--- config.mk ---
export PLATFORM = sky130hd
export DESIGN_NAME = scs_sequencer
export DESIGN_NICKNAME = d
export VERILOG_FILES = /design/src/rtl/scs_pkg.sv /design/src/rtl/scs_sar_if.sv /design/src/rtl/scs_sar_engine.sv /design/src/rtl/scs_sequencer.sv
export SDC_FILE = /design/constraint.sdc
export NUM_CORES = 1
export LEC_CHECK = 0
export BUFFER_PORTS_ARGS = -buffer_cell sky130_fd_sc_hd__buf_2
export CAP_MARGIN = 20
export CORE_ASPECT_RATIO = 1.2
export CORE_UTILIZATION = 55
export DETAILED_ROUTE_END_ITERATION = 6
export GPL_ROUTABILITY_DRIVEN = 0
export PLACE_DENSITY = 0.81
export SLEW_MARGIN = 10
export SYNTH_ARGS = -nofsm -noshare
export SYNTH_HDL_FRONTEND = slang
export SYNTH_SLANG_ARGS = --single-unit
--- constraint.sdc ---
create_clock -name ref_clk -period 5.4 [get_ports ref_clk]
set_input_delay 0.81 -clock ref_clk [delete_from_list [all_inputs] [get_ports ref_clk]]
set_output_delay 0.81 -clock ref_clk [all_outputs]
set_load 0.05 [all_outputs]
--- src/rtl/scs_pkg.sv ---
// constants and types shared by the conversion sequencer files
package scs_pkg;

  // ********************************************************
  // resolution and codes
  // ********************************************************
  localparam int          RES_BITS  = 16;
  localparam logic [15:0] MIDSCALE  = 16'h8000;
  localparam logic [15:0] SIGN_MASK = 16'h8000;
  localparam logic [15:0] CODE_ZERO = 16'h0000;

  // ********************************************************
  // clock and timing
  // ********************************************************
  localparam int CLK_FREQ_HZ     = 10_000_000;
  localparam int FAST_RATE_SPS   = 570_000;
  localparam int NORMAL_RATE_SPS = 500_000;
  // least conversion periods, rounded up to whole cycles
  localparam int FAST_PERIOD_CYC =
    (CLK_FREQ_HZ + FAST_RATE_SPS - 1) / FAST_RATE_SPS;
  localparam int NORMAL_PERIOD_CYC =
    (CLK_FREQ_HZ + NORMAL_RATE_SPS - 1) / NORMAL_RATE_SPS;
  // extra acquisition for normal mode, normal period less fast period
  localparam logic [7:0] NORMAL_ACQ_MIN =
    8'(NORMAL_PERIOD_CYC - FAST_PERIOD_CYC);
  localparam logic [7:0] ACQ_MIN   = 8'h01;
  localparam int GAP_LIMIT_US      = 1000;
  // longest gap, rounded down
  localparam int GAP_LIMIT_CYC = GAP_LIMIT_US * (CLK_FREQ_HZ / 1_000_000);
  localparam int STEP_DIV          = 1;

  // ********************************************************
  // register map and fields
  // ********************************************************
  localparam logic [3:0] REG_CTRL     = 4'h0;
  localparam logic [3:0] REG_STATUS   = 4'h4;
  localparam logic [3:0] REG_RESULT   = 4'h8;
  localparam logic [7:0] CTRL_ACQ_RST = 8'h01;
  localparam int ST_BUSY_BIT  = 0;
  localparam int ST_STATE_LSB = 1;
  localparam int ST_STALE_BIT = 3;
  localparam int ST_PD_BIT    = 4;

  // ********************************************************
  // sequencer states, gray along idle-conv-acq-pdown-idle
  // ********************************************************
  typedef enum logic [1:0] {
    SCS_IDLE  = 2'b00,
    SCS_CONV  = 2'b01,
    SCS_ACQ   = 2'b11,
    SCS_PDOWN = 2'b10
  } scs_state_e;

endpackage

--- src/rtl/scs_sar_if.sv ---
// link between the sequencer and its approximation engine
`timescale 1ns/1ps
interface scs_sar_if;
  logic        start;
  logic        step_en;
  logic        cmp;
  logic [15:0] trial;
  logic [15:0] result;
  logic        done;

  // sequencer side
  modport ctrl (output start, step_en, cmp, input trial, result, done);
  // engine side
  modport engine (input start, step_en, cmp, output trial, result, done);
endinterface

--- src/rtl/scs_sar_engine.sv ---
// successive approximation engine: one trial bit per step, msb first
`timescale 1ns/1ps
module scs_sar_engine (
  // clock and reset
  input wire logic ref_clk,
  input wire logic rst_n,
  // link to the sequencer
  scs_sar_if.engine sar
);

  logic [15:0] trial_q, trial_d;
  logic [15:0] bit_q, bit_d;
  logic [15:0] res_q, res_d;
  logic        act_q, act_d;
  logic        done_q, done_d;
  logic [4:0]  steps_q, steps_d;
  logic [15:0] keep;

  // ********************************************************
  // binary search
  // ********************************************************
  // a comparator high keeps the trial bit; saturation at either end of
  // the span falls out of the search itself
  always_comb begin
    trial_d = trial_q;
    bit_d   = bit_q;
    res_d   = res_q;
    act_d   = act_q;
    done_d  = 1'b0;
    steps_d = steps_q;
    keep    = sar.cmp ? trial_q : (trial_q & ~bit_q);
    if (sar.start) begin
      trial_d = scs_pkg::MIDSCALE;
      bit_d   = scs_pkg::MIDSCALE;
      act_d   = 1'b1;
      steps_d = 5'h00;
    end else if (act_q && sar.step_en) begin
      steps_d = steps_q + 5'h01;
      if (bit_q[0]) begin
        res_d   = keep;
        trial_d = keep;
        act_d   = 1'b0;
        done_d  = 1'b1;
      end else begin
        trial_d = keep | (bit_q >> 1);
        bit_d   = bit_q >> 1;
      end
    end
  end

  // state registers
  always_ff @(posedge ref_clk or negedge rst_n) begin
    if (!rst_n) begin
      trial_q <= scs_pkg::CODE_ZERO;
      bit_q   <= scs_pkg::CODE_ZERO;
      res_q   <= scs_pkg::CODE_ZERO;
      act_q   <= 1'b0;
      done_q  <= 1'b0;
      steps_q <= 5'h00;
    end else begin
      trial_q <= trial_d;
      bit_q   <= bit_d;
      res_q   <= res_d;
      act_q   <= act_d;
      done_q  <= done_d;
      steps_q <= steps_d;
    end
  end

  assign sar.trial  = trial_q;
  assign sar.result = res_q;
  assign sar.done   = done_q;
endmodule // scs_sar_engine

--- src/rtl/scs_sequencer.sv ---
// conversion sequencer for a 16-bit successive approximation converter
//
// Our own choices: the register addresses and strobed register access.
`timescale 1ns/1ps
module scs_sequencer #(
  parameter int GAP_LIMIT_CYC = scs_pkg::GAP_LIMIT_CYC,
  parameter int STEP_DIV      = scs_pkg::STEP_DIV
) (
  // clock and reset
  input  wire logic        ref_clk,
  input  wire logic        rst_n,
  // host control pins
  input  wire logic        convert_start_n,
  input  wire logic        reset_in,
  input  wire logic        power_down_in,
  input  wire logic        output_coding_select,
  input  wire logic        mode_fast_sel,
  input  wire logic        mode_burst_sel,
  // analog front end
  input  wire logic        cmp_in,
  output logic [15:0]      dac_trial,
  output logic             sample_hold,
  output logic             analog_power_en,
  // conversion results
  output logic             busy,
  output logic [15:0]      data_out,
  output logic             data_stale,
  // register port
  input  wire logic [3:0]  reg_addr,
  input  wire logic [31:0] reg_wr_data,
  input  wire logic        reg_wr_en,
  input  wire logic        reg_rd_en,
  output logic [31:0]      reg_rd_data
);

  localparam int GW = $clog2(GAP_LIMIT_CYC + 2);

  scs_sar_if sar ();

  scs_pkg::scs_state_e st_q, st_d;
  logic          start_prev_q;
  logic          busy_q, busy_d;
  logic [7:0]    acq_q, acq_d;
  logic [15:0]   data_q, data_d;
  logic          stale_q, stale_d;
  logic          stale_pend_q, stale_pend_d;
  logic [GW-1:0] gap_q, gap_d;
  logic          first_q, first_d;
  logic          pwr_q, pwr_d;
  logic [3:0]    div_q, div_d;
  logic [7:0]    ctrl_acq_q, ctrl_acq_d;
  logic [31:0]   rd_q, rd_d;
  logic          fall;
  logic          burst;
  logic [7:0]    acq_len;
  logic [15:0]   coded;
  logic          go;

  // ********************************************************
  // start detection and mode decode
  // ********************************************************
  // burst only counts with the fast select low
  assign fall    = start_prev_q & ~convert_start_n;
  assign burst   = mode_burst_sel & ~mode_fast_sel;
  // normal mode stretches acquisition to at least NORMAL_ACQ_MIN; a start edge
  // during acquisition still launches at once; fast mode takes what software asks, at least one cycle
  assign acq_len = (!mode_fast_sel && !burst &&
                    ctrl_acq_q < scs_pkg::NORMAL_ACQ_MIN) ?
                   scs_pkg::NORMAL_ACQ_MIN :
                   (ctrl_acq_q == 8'h00 ? scs_pkg::ACQ_MIN : ctrl_acq_q);
  // msb inverted for twos complement
  assign coded   = sar.result ^
                   (scs_pkg::SIGN_MASK & {16{~output_coding_select}});

  // edge history sampled every cycle
  always_ff @(posedge ref_clk or negedge rst_n) begin
    if (!rst_n) begin
      start_prev_q <= 1'b1;
    end else begin
      start_prev_q <= convert_start_n;
    end
  end

  // ********************************************************
  // sequencer
  // ********************************************************
  always_comb begin
    st_d         = st_q;
    busy_d       = busy_q;
    acq_d        = acq_q;
    data_d       = data_q;
    stale_d      = stale_q;
    stale_pend_d = stale_pend_q;
    go           = 1'b0;
    unique case (st_q)
      scs_pkg::SCS_IDLE: begin
        if (power_down_in) begin
          st_d = scs_pkg::SCS_PDOWN;
        end else if (fall) begin
          go = 1'b1;
        end
      end
      scs_pkg::SCS_CONV: begin
        // start edges here are dropped on purpose
        if (sar.done) begin
          data_d  = coded;
          stale_d = stale_pend_q;
          busy_d  = 1'b0;
          acq_d   = acq_len;
          st_d    = power_down_in ? scs_pkg::SCS_PDOWN
                                  : scs_pkg::SCS_ACQ;
        end
      end
      scs_pkg::SCS_ACQ: begin
        if (acq_q != 8'h00) begin
          acq_d = acq_q - 8'h01;
        end
        if (power_down_in) begin
          st_d = scs_pkg::SCS_PDOWN;
        end else if (burst) begin
          // held start low at the end re-triggers at once
          if (acq_q == 8'h00) begin
            if (!convert_start_n) begin
              go = 1'b1;
            end else begin
              st_d = scs_pkg::SCS_IDLE;
            end
          end
        end else if (fall) begin
          go = 1'b1;
        end else if (acq_q == 8'h00) begin
          st_d = scs_pkg::SCS_IDLE;
        end
      end
      scs_pkg::SCS_PDOWN: begin
        // front end must reacquire after waking
        if (!power_down_in) begin
          st_d  = scs_pkg::SCS_ACQ;
          acq_d = acq_len;
        end
      end
    endcase
    if (go) begin
      st_d         = scs_pkg::SCS_CONV;
      busy_d       = 1'b1;
      // fast mode after a long gap or power-up is flagged
      stale_pend_d = mode_fast_sel &&
                     (first_q || gap_q > GW'(GAP_LIMIT_CYC));
    end
    if (reset_in) begin
      st_d         = scs_pkg::SCS_IDLE;
      busy_d       = 1'b0;
      acq_d        = 8'h00;
      stale_pend_d = 1'b0;
      go           = 1'b0;
    end
  end

  // gap timer, power control and step divider
  // the gap timer saturates just past the limit so it never wraps
  always_comb begin
    gap_d   = gap_q;
    first_d = first_q;
    div_d   = 4'h0;
    if (go) begin
      gap_d   = '0;
      first_d = 1'b0;
    end else if (gap_q <= GW'(GAP_LIMIT_CYC)) begin
      gap_d = gap_q + GW'(1);
    end
    if (reset_in) begin
      first_d = 1'b1;
    end
    if (st_q == scs_pkg::SCS_CONV && div_q != 4'(STEP_DIV - 1)) begin
      div_d = div_q + 4'h1;
    end
    // burst mode sleeps whenever idle
    pwr_d = (st_d != scs_pkg::SCS_PDOWN) &&
            !(burst && st_d == scs_pkg::SCS_IDLE);
  end

  // sequencer registers
  always_ff @(posedge ref_clk or negedge rst_n) begin
    if (!rst_n) begin
      st_q         <= scs_pkg::SCS_IDLE;
      busy_q       <= 1'b0;
      acq_q        <= 8'h00;
      data_q       <= scs_pkg::CODE_ZERO;
      stale_q      <= 1'b0;
      stale_pend_q <= 1'b0;
      gap_q        <= '0;
      first_q      <= 1'b1;
      pwr_q        <= 1'b0;
      div_q        <= 4'h0;
    end else begin
      st_q         <= st_d;
      busy_q       <= busy_d;
      acq_q        <= acq_d;
      data_q       <= data_d;
      stale_q      <= stale_d;
      stale_pend_q <= stale_pend_d;
      gap_q        <= gap_d;
      first_q      <= first_d;
      pwr_q        <= pwr_d;
      div_q        <= div_d;
    end
  end

  // ********************************************************
  // engine hookup
  // ********************************************************
  assign sar.start   = go;
  assign sar.cmp     = cmp_in;
  assign sar.step_en = (st_q == scs_pkg::SCS_CONV) &&
                       (div_q == 4'(STEP_DIV - 1));

  scs_sar_engine u_engine (
    .ref_clk (ref_clk),
    .rst_n   (rst_n),
    .sar     (sar.engine)
  );

  // ********************************************************
  // register port
  // ********************************************************
  // unmapped reads return zero; data stand one cycle only
  always_comb begin
    ctrl_acq_d = ctrl_acq_q;
    rd_d       = 32'h0000_0000;
    if (reg_wr_en && reg_addr == scs_pkg::REG_CTRL) begin
      ctrl_acq_d = reg_wr_data[7:0];
    end
    if (reg_rd_en) begin
      unique case (reg_addr)
        scs_pkg::REG_CTRL:   rd_d[7:0]  = ctrl_acq_q;
        scs_pkg::REG_STATUS: begin
          rd_d[scs_pkg::ST_BUSY_BIT]         = busy_q;
          rd_d[scs_pkg::ST_STATE_LSB +: 2]   = st_q;
          rd_d[scs_pkg::ST_STALE_BIT]        = stale_q;
          rd_d[scs_pkg::ST_PD_BIT]           = power_down_in;
        end
        scs_pkg::REG_RESULT: rd_d[15:0] = data_q;
        default:             rd_d       = 32'h0000_0000;
      endcase
    end
  end

  // register state
  always_ff @(posedge ref_clk or negedge rst_n) begin
    if (!rst_n) begin
      ctrl_acq_q <= scs_pkg::CTRL_ACQ_RST;
      rd_q       <= 32'h0000_0000;
    end else begin
      ctrl_acq_q <= ctrl_acq_d;
      rd_q       <= rd_d;
    end
  end

  // outputs, all from flip-flops
  assign busy            = busy_q;
  assign sample_hold     = busy_q;       // hold while converting
  assign data_out        = data_q;
  assign data_stale      = stale_q;
  assign analog_power_en = pwr_q;
  assign dac_trial       = sar.trial;
  assign reg_rd_data     = rd_q;
endmodule // scs_sequencer

==> results of run 1 <==
worst paths after layout:
kind	start	to	depth (start not counted)
worst max-delay path	st_q[1]	u_engine.sar.result[11]	6
worst min-delay path	rst_n	acq_q[6]	1
worst max register to register	st_q[1]	u_engine.sar.result[11]	6
worst min register to register	data_out[14]	data_out[14]	2
max in group asynchronous	rst_n	ctrl_acq_q[0]	3
min in group ref_clk	data_out[14]	data_out[14]	2
layout make-up:
cell class,count,share of cell area [%]
repair buffers,79,6.28
flip-flops and latches,124,45.6
clock inverters,10,2.39
inverters,44,2.42
multi-input cells,387,34.1
clock buffers,22,6.96
well taps,126,2.31
cell usage after synthesis, types with 4 or more instances:
master,instances
sky130_fd_sc_hd__o211ai_1,6
sky130_fd_sc_hd__a21oi_1,45
sky130_fd_sc_hd__o21ai_0,57
sky130_fd_sc_hd__ha_1,12
sky130_fd_sc_hd__inv_1,44
sky130_fd_sc_hd__and3_1,4
sky130_fd_sc_hd__buf_4,17
sky130_fd_sc_hd__buf_2,5
sky130_fd_sc_hd__mux2_2,9
sky130_fd_sc_hd__nor3_1,11
sky130_fd_sc_hd__nor2_1,42
sky130_fd_sc_hd__and2_1,13
sky130_fd_sc_hd__nand2_1,66
sky130_fd_sc_hd__dfrtp_1,121
sky130_fd_sc_hd__o22ai_1,4
sky130_fd_sc_hd__clkbuf_1,18
sky130_fd_sc_hd__mux2i_1,27
sky130_fd_sc_hd__nor2b_1,6
sky130_fd_sc_hd__a211oi_1,8
sky130_fd_sc_hd__xor2_1,14
sky130_fd_sc_hd__nand2b_1,5
worst register-to-register path: cells and delay by family, from the launching register on:
kind,cells,cell delay (ns)
adders and majority gates,1,0.55
AOI/OAI and AO/OA,3,1.37
muxes,1,0.32
DFF,1,0.47
buffers and inverters,1,0.26
where the power goes:
| part | switching (mW) | internal [mW] |
|---|---|---|
| registers | 0.193 | 1.18 |
| clock network | 0.403 | 0.808 |
| logic | 0.676 | 0.330 |
| total | 1.27 | 2.32 |
through the flow:
| step | utilization, % | std cells | total power [mW] |
|---|---|---|---|
| final | 67.4 | 792 | 3.59 |
| after global routing | 67.4 | 792 | 3.78 |
| after CTS | 67.1 | 790 | 3.60 |
| after detailed placement | 60.8 | 758 | 2.35 |
| after global placement | 60.8 | 758 | 2.30 |
| after floorplan | - | 597 | 2.11 |
kinds of logic after synthesis:
group | count (synthesis) | synth area share [%]
and+or+nand+nor | 169 | 13.8
buffers and inverters | 86 | 7.11
AOI/OAI and AO/OA | 137 | 13.7
adders and majority gates | 12 | 2.60
DFF | 124 | 53.7
muxes | 36 | 6.42
other | 1 | 0.0648
xor gates and xnor gates | 17 | 2.57
registers in the layout, summed over array words and instances, names as in the netlist, 2 cells and up:
register and count:
data_out 16, u_engine.sar.trial 16, div_q 4, ctrl_acq_q 8, reg_rd_data 16, gap_q 14
u_engine.sar.result 16, st_q 2, acq_q 8, u_engine.bit_q 16
per-layer routing:
layer  vias up  wire length, um  GRT usage [%]  share of wire (%)
li1       2081                -              -                  -
met1      2164             5160           29.7                 41
met2       128             6390           41.8                 51
met3        27              605           5.84                4.8
met4         0              333           11.8                2.7
met5         -                0              0                  0
==> flow_summary_export.csv, run 1 <==
group,metric,value,unit
grt,grt_start_max_net_pins,85,
synth,netlist_top_cells_area,"sky130_fd_sc_hd__dfrtp_1, sky130_fd_sc_hd__o21ai_0, sky130_fd_sc_hd__mux2i_1",
clock_network,post_cts.repair.setup_buffers,0,
power,power.density_cell_area,526,nW/um^2
final_layout,n_fill_cell,755,
grt,first_global_vias,4366,
drt,drtAntennaViolNets,0,
drt,drt_pre_antenna_iters,4,
sta,max_slew_margin,30.1,%
grt,antenna_found_initial,0,
run,timing.max_cap.violations,0,
die,initial_core_util,57.2,%
sta,summed_negative_setup_slack_over_all_endpoints,0,ns
worst_setup_path,crit_type,"register to register",
power,peak_supply_drop,0.273,mV
clock_network,cts_buffers,17,
synth,mappedNetlistArea,5790,um^2
clock_network,clock-root-buffer,"sky130_fd_sc_hd__clkbuf_16",
outcome,outcome,"finished, final reports clean",
worst_setup_path,setup.worst_path.end_class,"register",
clock_network,cts_resized,0,
drt,routed-via-count,4400,
clock_network,htreeDepth,4,
sta,fmaxAchievable,0.326,GHz
die,die_area,10900,um^2
final_layout,layout.cells.most_common,"sky130_fd_sc_hd__dfrtp_1",
synth,yosys.area.top_type,"sky130_fd_sc_hd__dfrtp_1",
sta,fin_worst_skew,0.00751,ns
clock_network,ctsLongestPathBuffers,2,
sta,tightestPinTransition,1.05,ns
worst_setup_path,max_stage_delay,0.81,ns
sta,min_period_over_period,56.7,%
synth,ys.warnings.count,0,
final_layout,final_area,6820,um^2
worst_setup_path,setup.worst_path.start_class,"register",
final_layout,multi_input_area,2320,um^2
place,detailed_place.area,6150,um^2
sta,finalHoldViolCount,0,
sta,final.hold.worst_slack,0.286,ns
die,fp-row-count,40,
worst_setup_path,required_time_worst_endpoint,5.72,ns
die,core_area,10100,um^2
grt,grt_remaining_overflow,0,
synth,async_flop_share,100,%
sta,timing_max_transition_violations_final,0,
final_layout,seq_area,3110,um^2
clock_network,cts_sinks,124,
sta,setup_viol,0,
final_layout,final_layout_size_suffix_gt1_share,20.0,%
synth,synth_seq_cells,124,
grt,groute.usage.overall,24.8,%
worst_setup_path,worstPathArrival,3.39,ns
die,ios,115,
sta,minimum_clock_period_after_layout,3.06,ns
die,chipHeight,114,um
final_layout,antennaDiodeCount,0,
final_layout,area.growth.synth_to_final,17.8,%
clock_network,clkLatencyLatePin,0.42,ns
sta,unrepaired_setup_endpoints_after_global_routing,"no",
grt,grt_pass1_wl,20.5,mm
synth,synth_cell_type_count,54,
worst_setup_path,r2r_setup_slack,2.34,ns
min_path,holdCritPathClass,"input port to async pin",
worst_setup_path,critical_path.top_delay_family,"compound AO/OA/AOI/OAI gates",
worst_setup_path,crit_path_cell_trace,"ha_1 > inv_1 > o21ba_2 > o22a_4 > o21bai_2 > mux2i_1",
synth,yosys.area.top_type_share,52.3,%
clock_network,cts.hold.buffers_added,0,
place,io_buffers,74,
drt,drc,0,
sta,postLayoutSetupSlackWorst,2.34,ns
clock_network,path_clk_slew,0.06,ns
place,placement.setup.worst_slack,2.39,ns
drt,detail_route.wl_per_cell,15.8,um
synth,yosys_most_used_dff,"sky130_fd_sc_hd__dfrtp_1",
drt,drt_first_iter_violations,231,
worst_setup_path,timing.critical_path.fanout_max,17,
clock_network,tritoncts,"yes",
power,static-leakage-power,3.39,nW
final_layout,layout_common_cells,"sky130_fd_sc_hd__dfrtp_1, sky130_fd_sc_hd__buf_2, sky130_fd_sc_hd__nand2_1",
synth,synth_edf_count,0,
drt,detail_route.wirelength,12.5,mm
worst_setup_path,critPathBufInv,1,
synth,synth_seq_area_share,53.7,%
synth,syn_inst,582,
drt,avgViaCountPerCell,5.56,
synth,postSynthAreaPerCell,9.94,um^2
die,dieWidth,95.6,um
worst_setup_path,worst_path_max_delay_cell,"sky130_fd_sc_hd__o21bai_2",
place,detailed_place_hpwl,8.08,mm
final_layout,layout.nets,712,
Power figures use the tool's default switching activity.
==> run 2: changes to the inputs <==
Settings changed: ABC_AREA set to 1, CORE_UTILIZATION 55 to 50, PLACE_DENSITY 0.81 to 0.77.
Clock period 5.4 ns to 2.6 ns, I/O delays scaled along.
==> run 2 against run 1 <==
Sequential power is 96% higher. Synthesized cell count up 24%. Worst setup slack worse by 1.9 ns. Combinational power grew 98%. Largest cell class unchanged.
==> flow_summary_export.csv, run 2 <==
group,metric,value,unit
outcome,outcome,"finished, final reports clean",
synth,async_flop_share,100,%
worst_setup_path,setup.worst_path.start_class,"register",
sta,max_slew_margin,51.2,%
die,dieWidth,102,um
worst_setup_path,critPathBufInv,1,
synth,yosys_most_used_dff,"sky130_fd_sc_hd__dfrtp_1",
die,die_area,12500,um^2
worst_setup_path,timing.critical_path.fanout_max,34,
place,io_buffers,74,
drt,avgViaCountPerCell,5.36,
synth,postSynthAreaPerCell,8.35,um^2
drt,detail_route.wirelength,13.6,mm
drt,drtAntennaViolNets,0,
worst_setup_path,worstSetupEndpoint,"u_engine.sar.result[12]",
worst_setup_path,worst_path_max_delay_cell,"sky130_fd_sc_hd__nand2_2",
final_layout,n_fill_cell,955,
clock_network,clkLatencyLatePin,0.41,ns
synth,ys.warnings.count,0,
sta,tightestPinTransition,0.725,ns
synth,netlist_top_cells_area,"sky130_fd_sc_hd__dfrtp_1, sky130_fd_sc_hd__nand2_1, sky130_fd_sc_hd__o21ai_0",
sta,min_period_over_period,84.2,%
sta,finalHoldViolCount,0,
sta,summed_negative_setup_slack_over_all_endpoints,0,ns
grt,antenna_found_initial,0,
worst_setup_path,max_stage_delay,0.47,ns
sta,fmaxAchievable,0.457,GHz
die,fp-row-count,43,
grt,grt_pass1_wl,22.4,mm
die,initial_core_util,51.6,%
synth,yosys.cell_count.top_type,"sky130_fd_sc_hd__nand2_1",
worst_setup_path,r2r-start,"st_q[0]",
place,placed_cells_incl_taps,931,
synth,yosys.area.top_type_share,50.2,%
final_layout,layout.nets,853,
final_layout,antennaDiodeCount,0,
clock_network,ctsLongestPathBuffers,2,
clock_network,cts_buffers,17,
place,detailed_place_hpwl,9.44,mm
synth,post_synth_fa_ha_maj_area_fraction,2.49,%
worst_setup_path,worstSetupPathDepth,7,
final_layout,final_layout_size_suffix_gt1_share,15.5,%
synth,syn_inst,722,
drt,drt_first_iter_violations,409,
clock_network,path_clk_slew,0.06,ns
synth,yosys.area.top_type,"sky130_fd_sc_hd__dfrtp_1",
final_layout,layout_common_cells,"sky130_fd_sc_hd__nand2_1, sky130_fd_sc_hd__dfrtp_1, sky130_fd_sc_hd__o21ai_0",
run,timing.max_cap.violations,0,
synth,synthXorXnorAreaFrac,1.89,%
worst_setup_path,timing.critical_path.from,"st_q[0]",
worst_setup_path,crit_type,"register to register",
sta,timing_max_transition_violations_final,0,
power,static-leakage-power,3.62,nW
die,chipHeight,122,um
synth,post_synth_mux_area_share,0,%
min_path,holdCritPathClass,"input port to register",
grt,groute.usage.overall,23.3,%
synth,synth_cell_type_count,32,
synth,ys_top_cells_by_count,"sky130_fd_sc_hd__nand2_1, sky130_fd_sc_hd__dfrtp_1, sky130_fd_sc_hd__o21ai_0",
clock_network,post_cts.repair.setup_buffers,0,
sta,unrepaired_setup_endpoints_after_global_routing,"no",
die,core_area,11700,um^2
clock_network,cts.hold.buffers_added,1,
clock_network,cts_resized,0,
grt,first_global_vias,4848,
sta,minimum_clock_period_after_layout,2.19,ns
drt,drc,0,
sta,setup_viol,0,
clock_network,tritoncts,"yes",
synth,synth_edf_count,0,
worst_setup_path,crit_path_cell_trace,"inv_1 > ha_1 > nor2_1 > nand3_4 > nand2_2 > nand2_1 > o21ai_0",
worst_setup_path,required_time_worst_endpoint,2.91,ns
synth,synth_compound_area_share,13.5,%
synth,mappedNetlistArea,6030,um^2
worst_setup_path,regToRegEndpoint,"u_engine.sar.result[12]",
clock_network,cts_sinks,124,
sta,fin_worst_skew,0.00842,ns
synth,synth_seq_area_share,51.5,%
power,peak_supply_drop,0.408,mV
synth,synth_top_family_by_area,"simple AND/OR/NAND/NOR gates",
clock_network,htreeDepth,4,
clock_network,clock-root-buffer,"sky130_fd_sc_hd__clkbuf_16",
final_layout,seq_area,3110,um^2
grt,grt_start_max_net_pins,97,
final_layout,layout.cells.most_common,"sky130_fd_sc_hd__nand2_1",
worst_setup_path,critical_path.top_delay_family,"simple AND/OR/NAND/NOR gates",
worst_setup_path,worstRegToRegCells,7,
drt,drt_pre_antenna_iters,5,
worst_setup_path,r2r_setup_slack,0.41,ns
power,power.density_cell_area,1000,nW/um^2
worst_setup_path,worstPathArrival,2.50,ns
drt,routed-via-count,5163,
final_layout,multi_input_area,2370,um^2
drt,detail_route.wl_per_cell,14.1,um
synth,basic_gate_share_of_the_synthesized_area_counting_and_or_nand_and_nor_cells,20.4,%
grt,grt_remaining_overflow,0,
die,ios,115,
worst_setup_path,setup.worst_path.end_class,"register",
final_layout,instances_no_fill,964,
final_layout,area.growth.synth_to_final,17.7,%
synth,synth_seq_cells,124,
## run 2: cell count changes after synthesis, sizes merged, moves of 6 or more
cell	previous run	this run
nand2	66	138
inv	44	86
nand3	3	44
o21ai	57	95
nor2	43	78
a21oi	45	16
mux2i	27	0
nand4	2	18
and2	14	0
o211ai	6	16
mux2	9	0
a211oi	8	0
buf	24	32
nor2b	6	0
## run 2: logic make-up after synthesis
group	Yosys count
DFF	124
adders and majority gates	12
and+or+nand+nor	291
buffers and inverters	136
other	1
xor gates and xnor gates	13
AOI/OAI and AO/OA	145
## run 2: metrics by stage
stage               total power [mW]  util (%)  hold WS, ns  cell area [um^2]  worst slack [ns]
finish                          7.11      60.8       0.0894              7090             0.411
global route                    7.52      60.8       0.0675              7090             0.248
CTS                             7.14      60.8       0.0726              7090             0.399
detailed placement              4.68      55.4        0.351              6470             0.479
global placement                4.58      55.4        0.339              6470             0.594
floorplan                       4.14         -       0.0944              6080             0.955
## run 2: where the power goes
part / internal (mW) / leakage, nW / switching, mW / total [mW]
registers: 2.34 / 1.61 / 0.335 / 2.68
logic: 0.543 / 1.72 / 1.46 / 2.00
clock network: 1.52 / 0.292 / 0.912 / 2.44
## run 2: worst min-delay path by stage
stage,to,depth (start not counted),slack [ns],from
3_3_place_gp,acq_q[5],1,0.34,rst_n
2_1_floorplan,acq_q[0],0,0.09,rst_n
4_1_cts,start_prev_q,1,0.07,convert_start_n
5_1_grt,start_prev_q,1,0.07,convert_start_n
3_5_place_dp,acq_q[5],1,0.35,rst_n
6_report,start_prev_q,1,0.09,convert_start_n
## run 2: final cells by class
| cell class | instances | share of cell area, % |
|---|---|---|
| Clock buffer | 17 | 6.00 |
| Clock inverter | 15 | 2.68 |
| Inverter | 89 | 4.71 |
| Multi-Input combinational cell | 477 | 33.4 |
| Sequential cell | 124 | 43.8 |
| Tap cell | 157 | 2.77 |
| Timing Repair Buffer | 85 | 6.63 |
## run 2: worst register-to-register path: cells and delay by family, from the launching register on
kind / cells / cell delay (ns)
and+or+nand+nor: 4 / 1.04
DFF: 1 / 0.45
adders and majority gates: 1 / 0.31
buffers and inverters: 1 / 0.16
AOI/OAI and AO/OA: 1 / 0.12
## run 2: metal layers
metal  vias up  track usage [%]  share of wire [%]
met5         -                0                  0
met4         0             9.02                2.3
met1      2466             28.5                 42
li1       2489                -                  -
met2       177             38.8                 51
met3        31             6.55                5.4
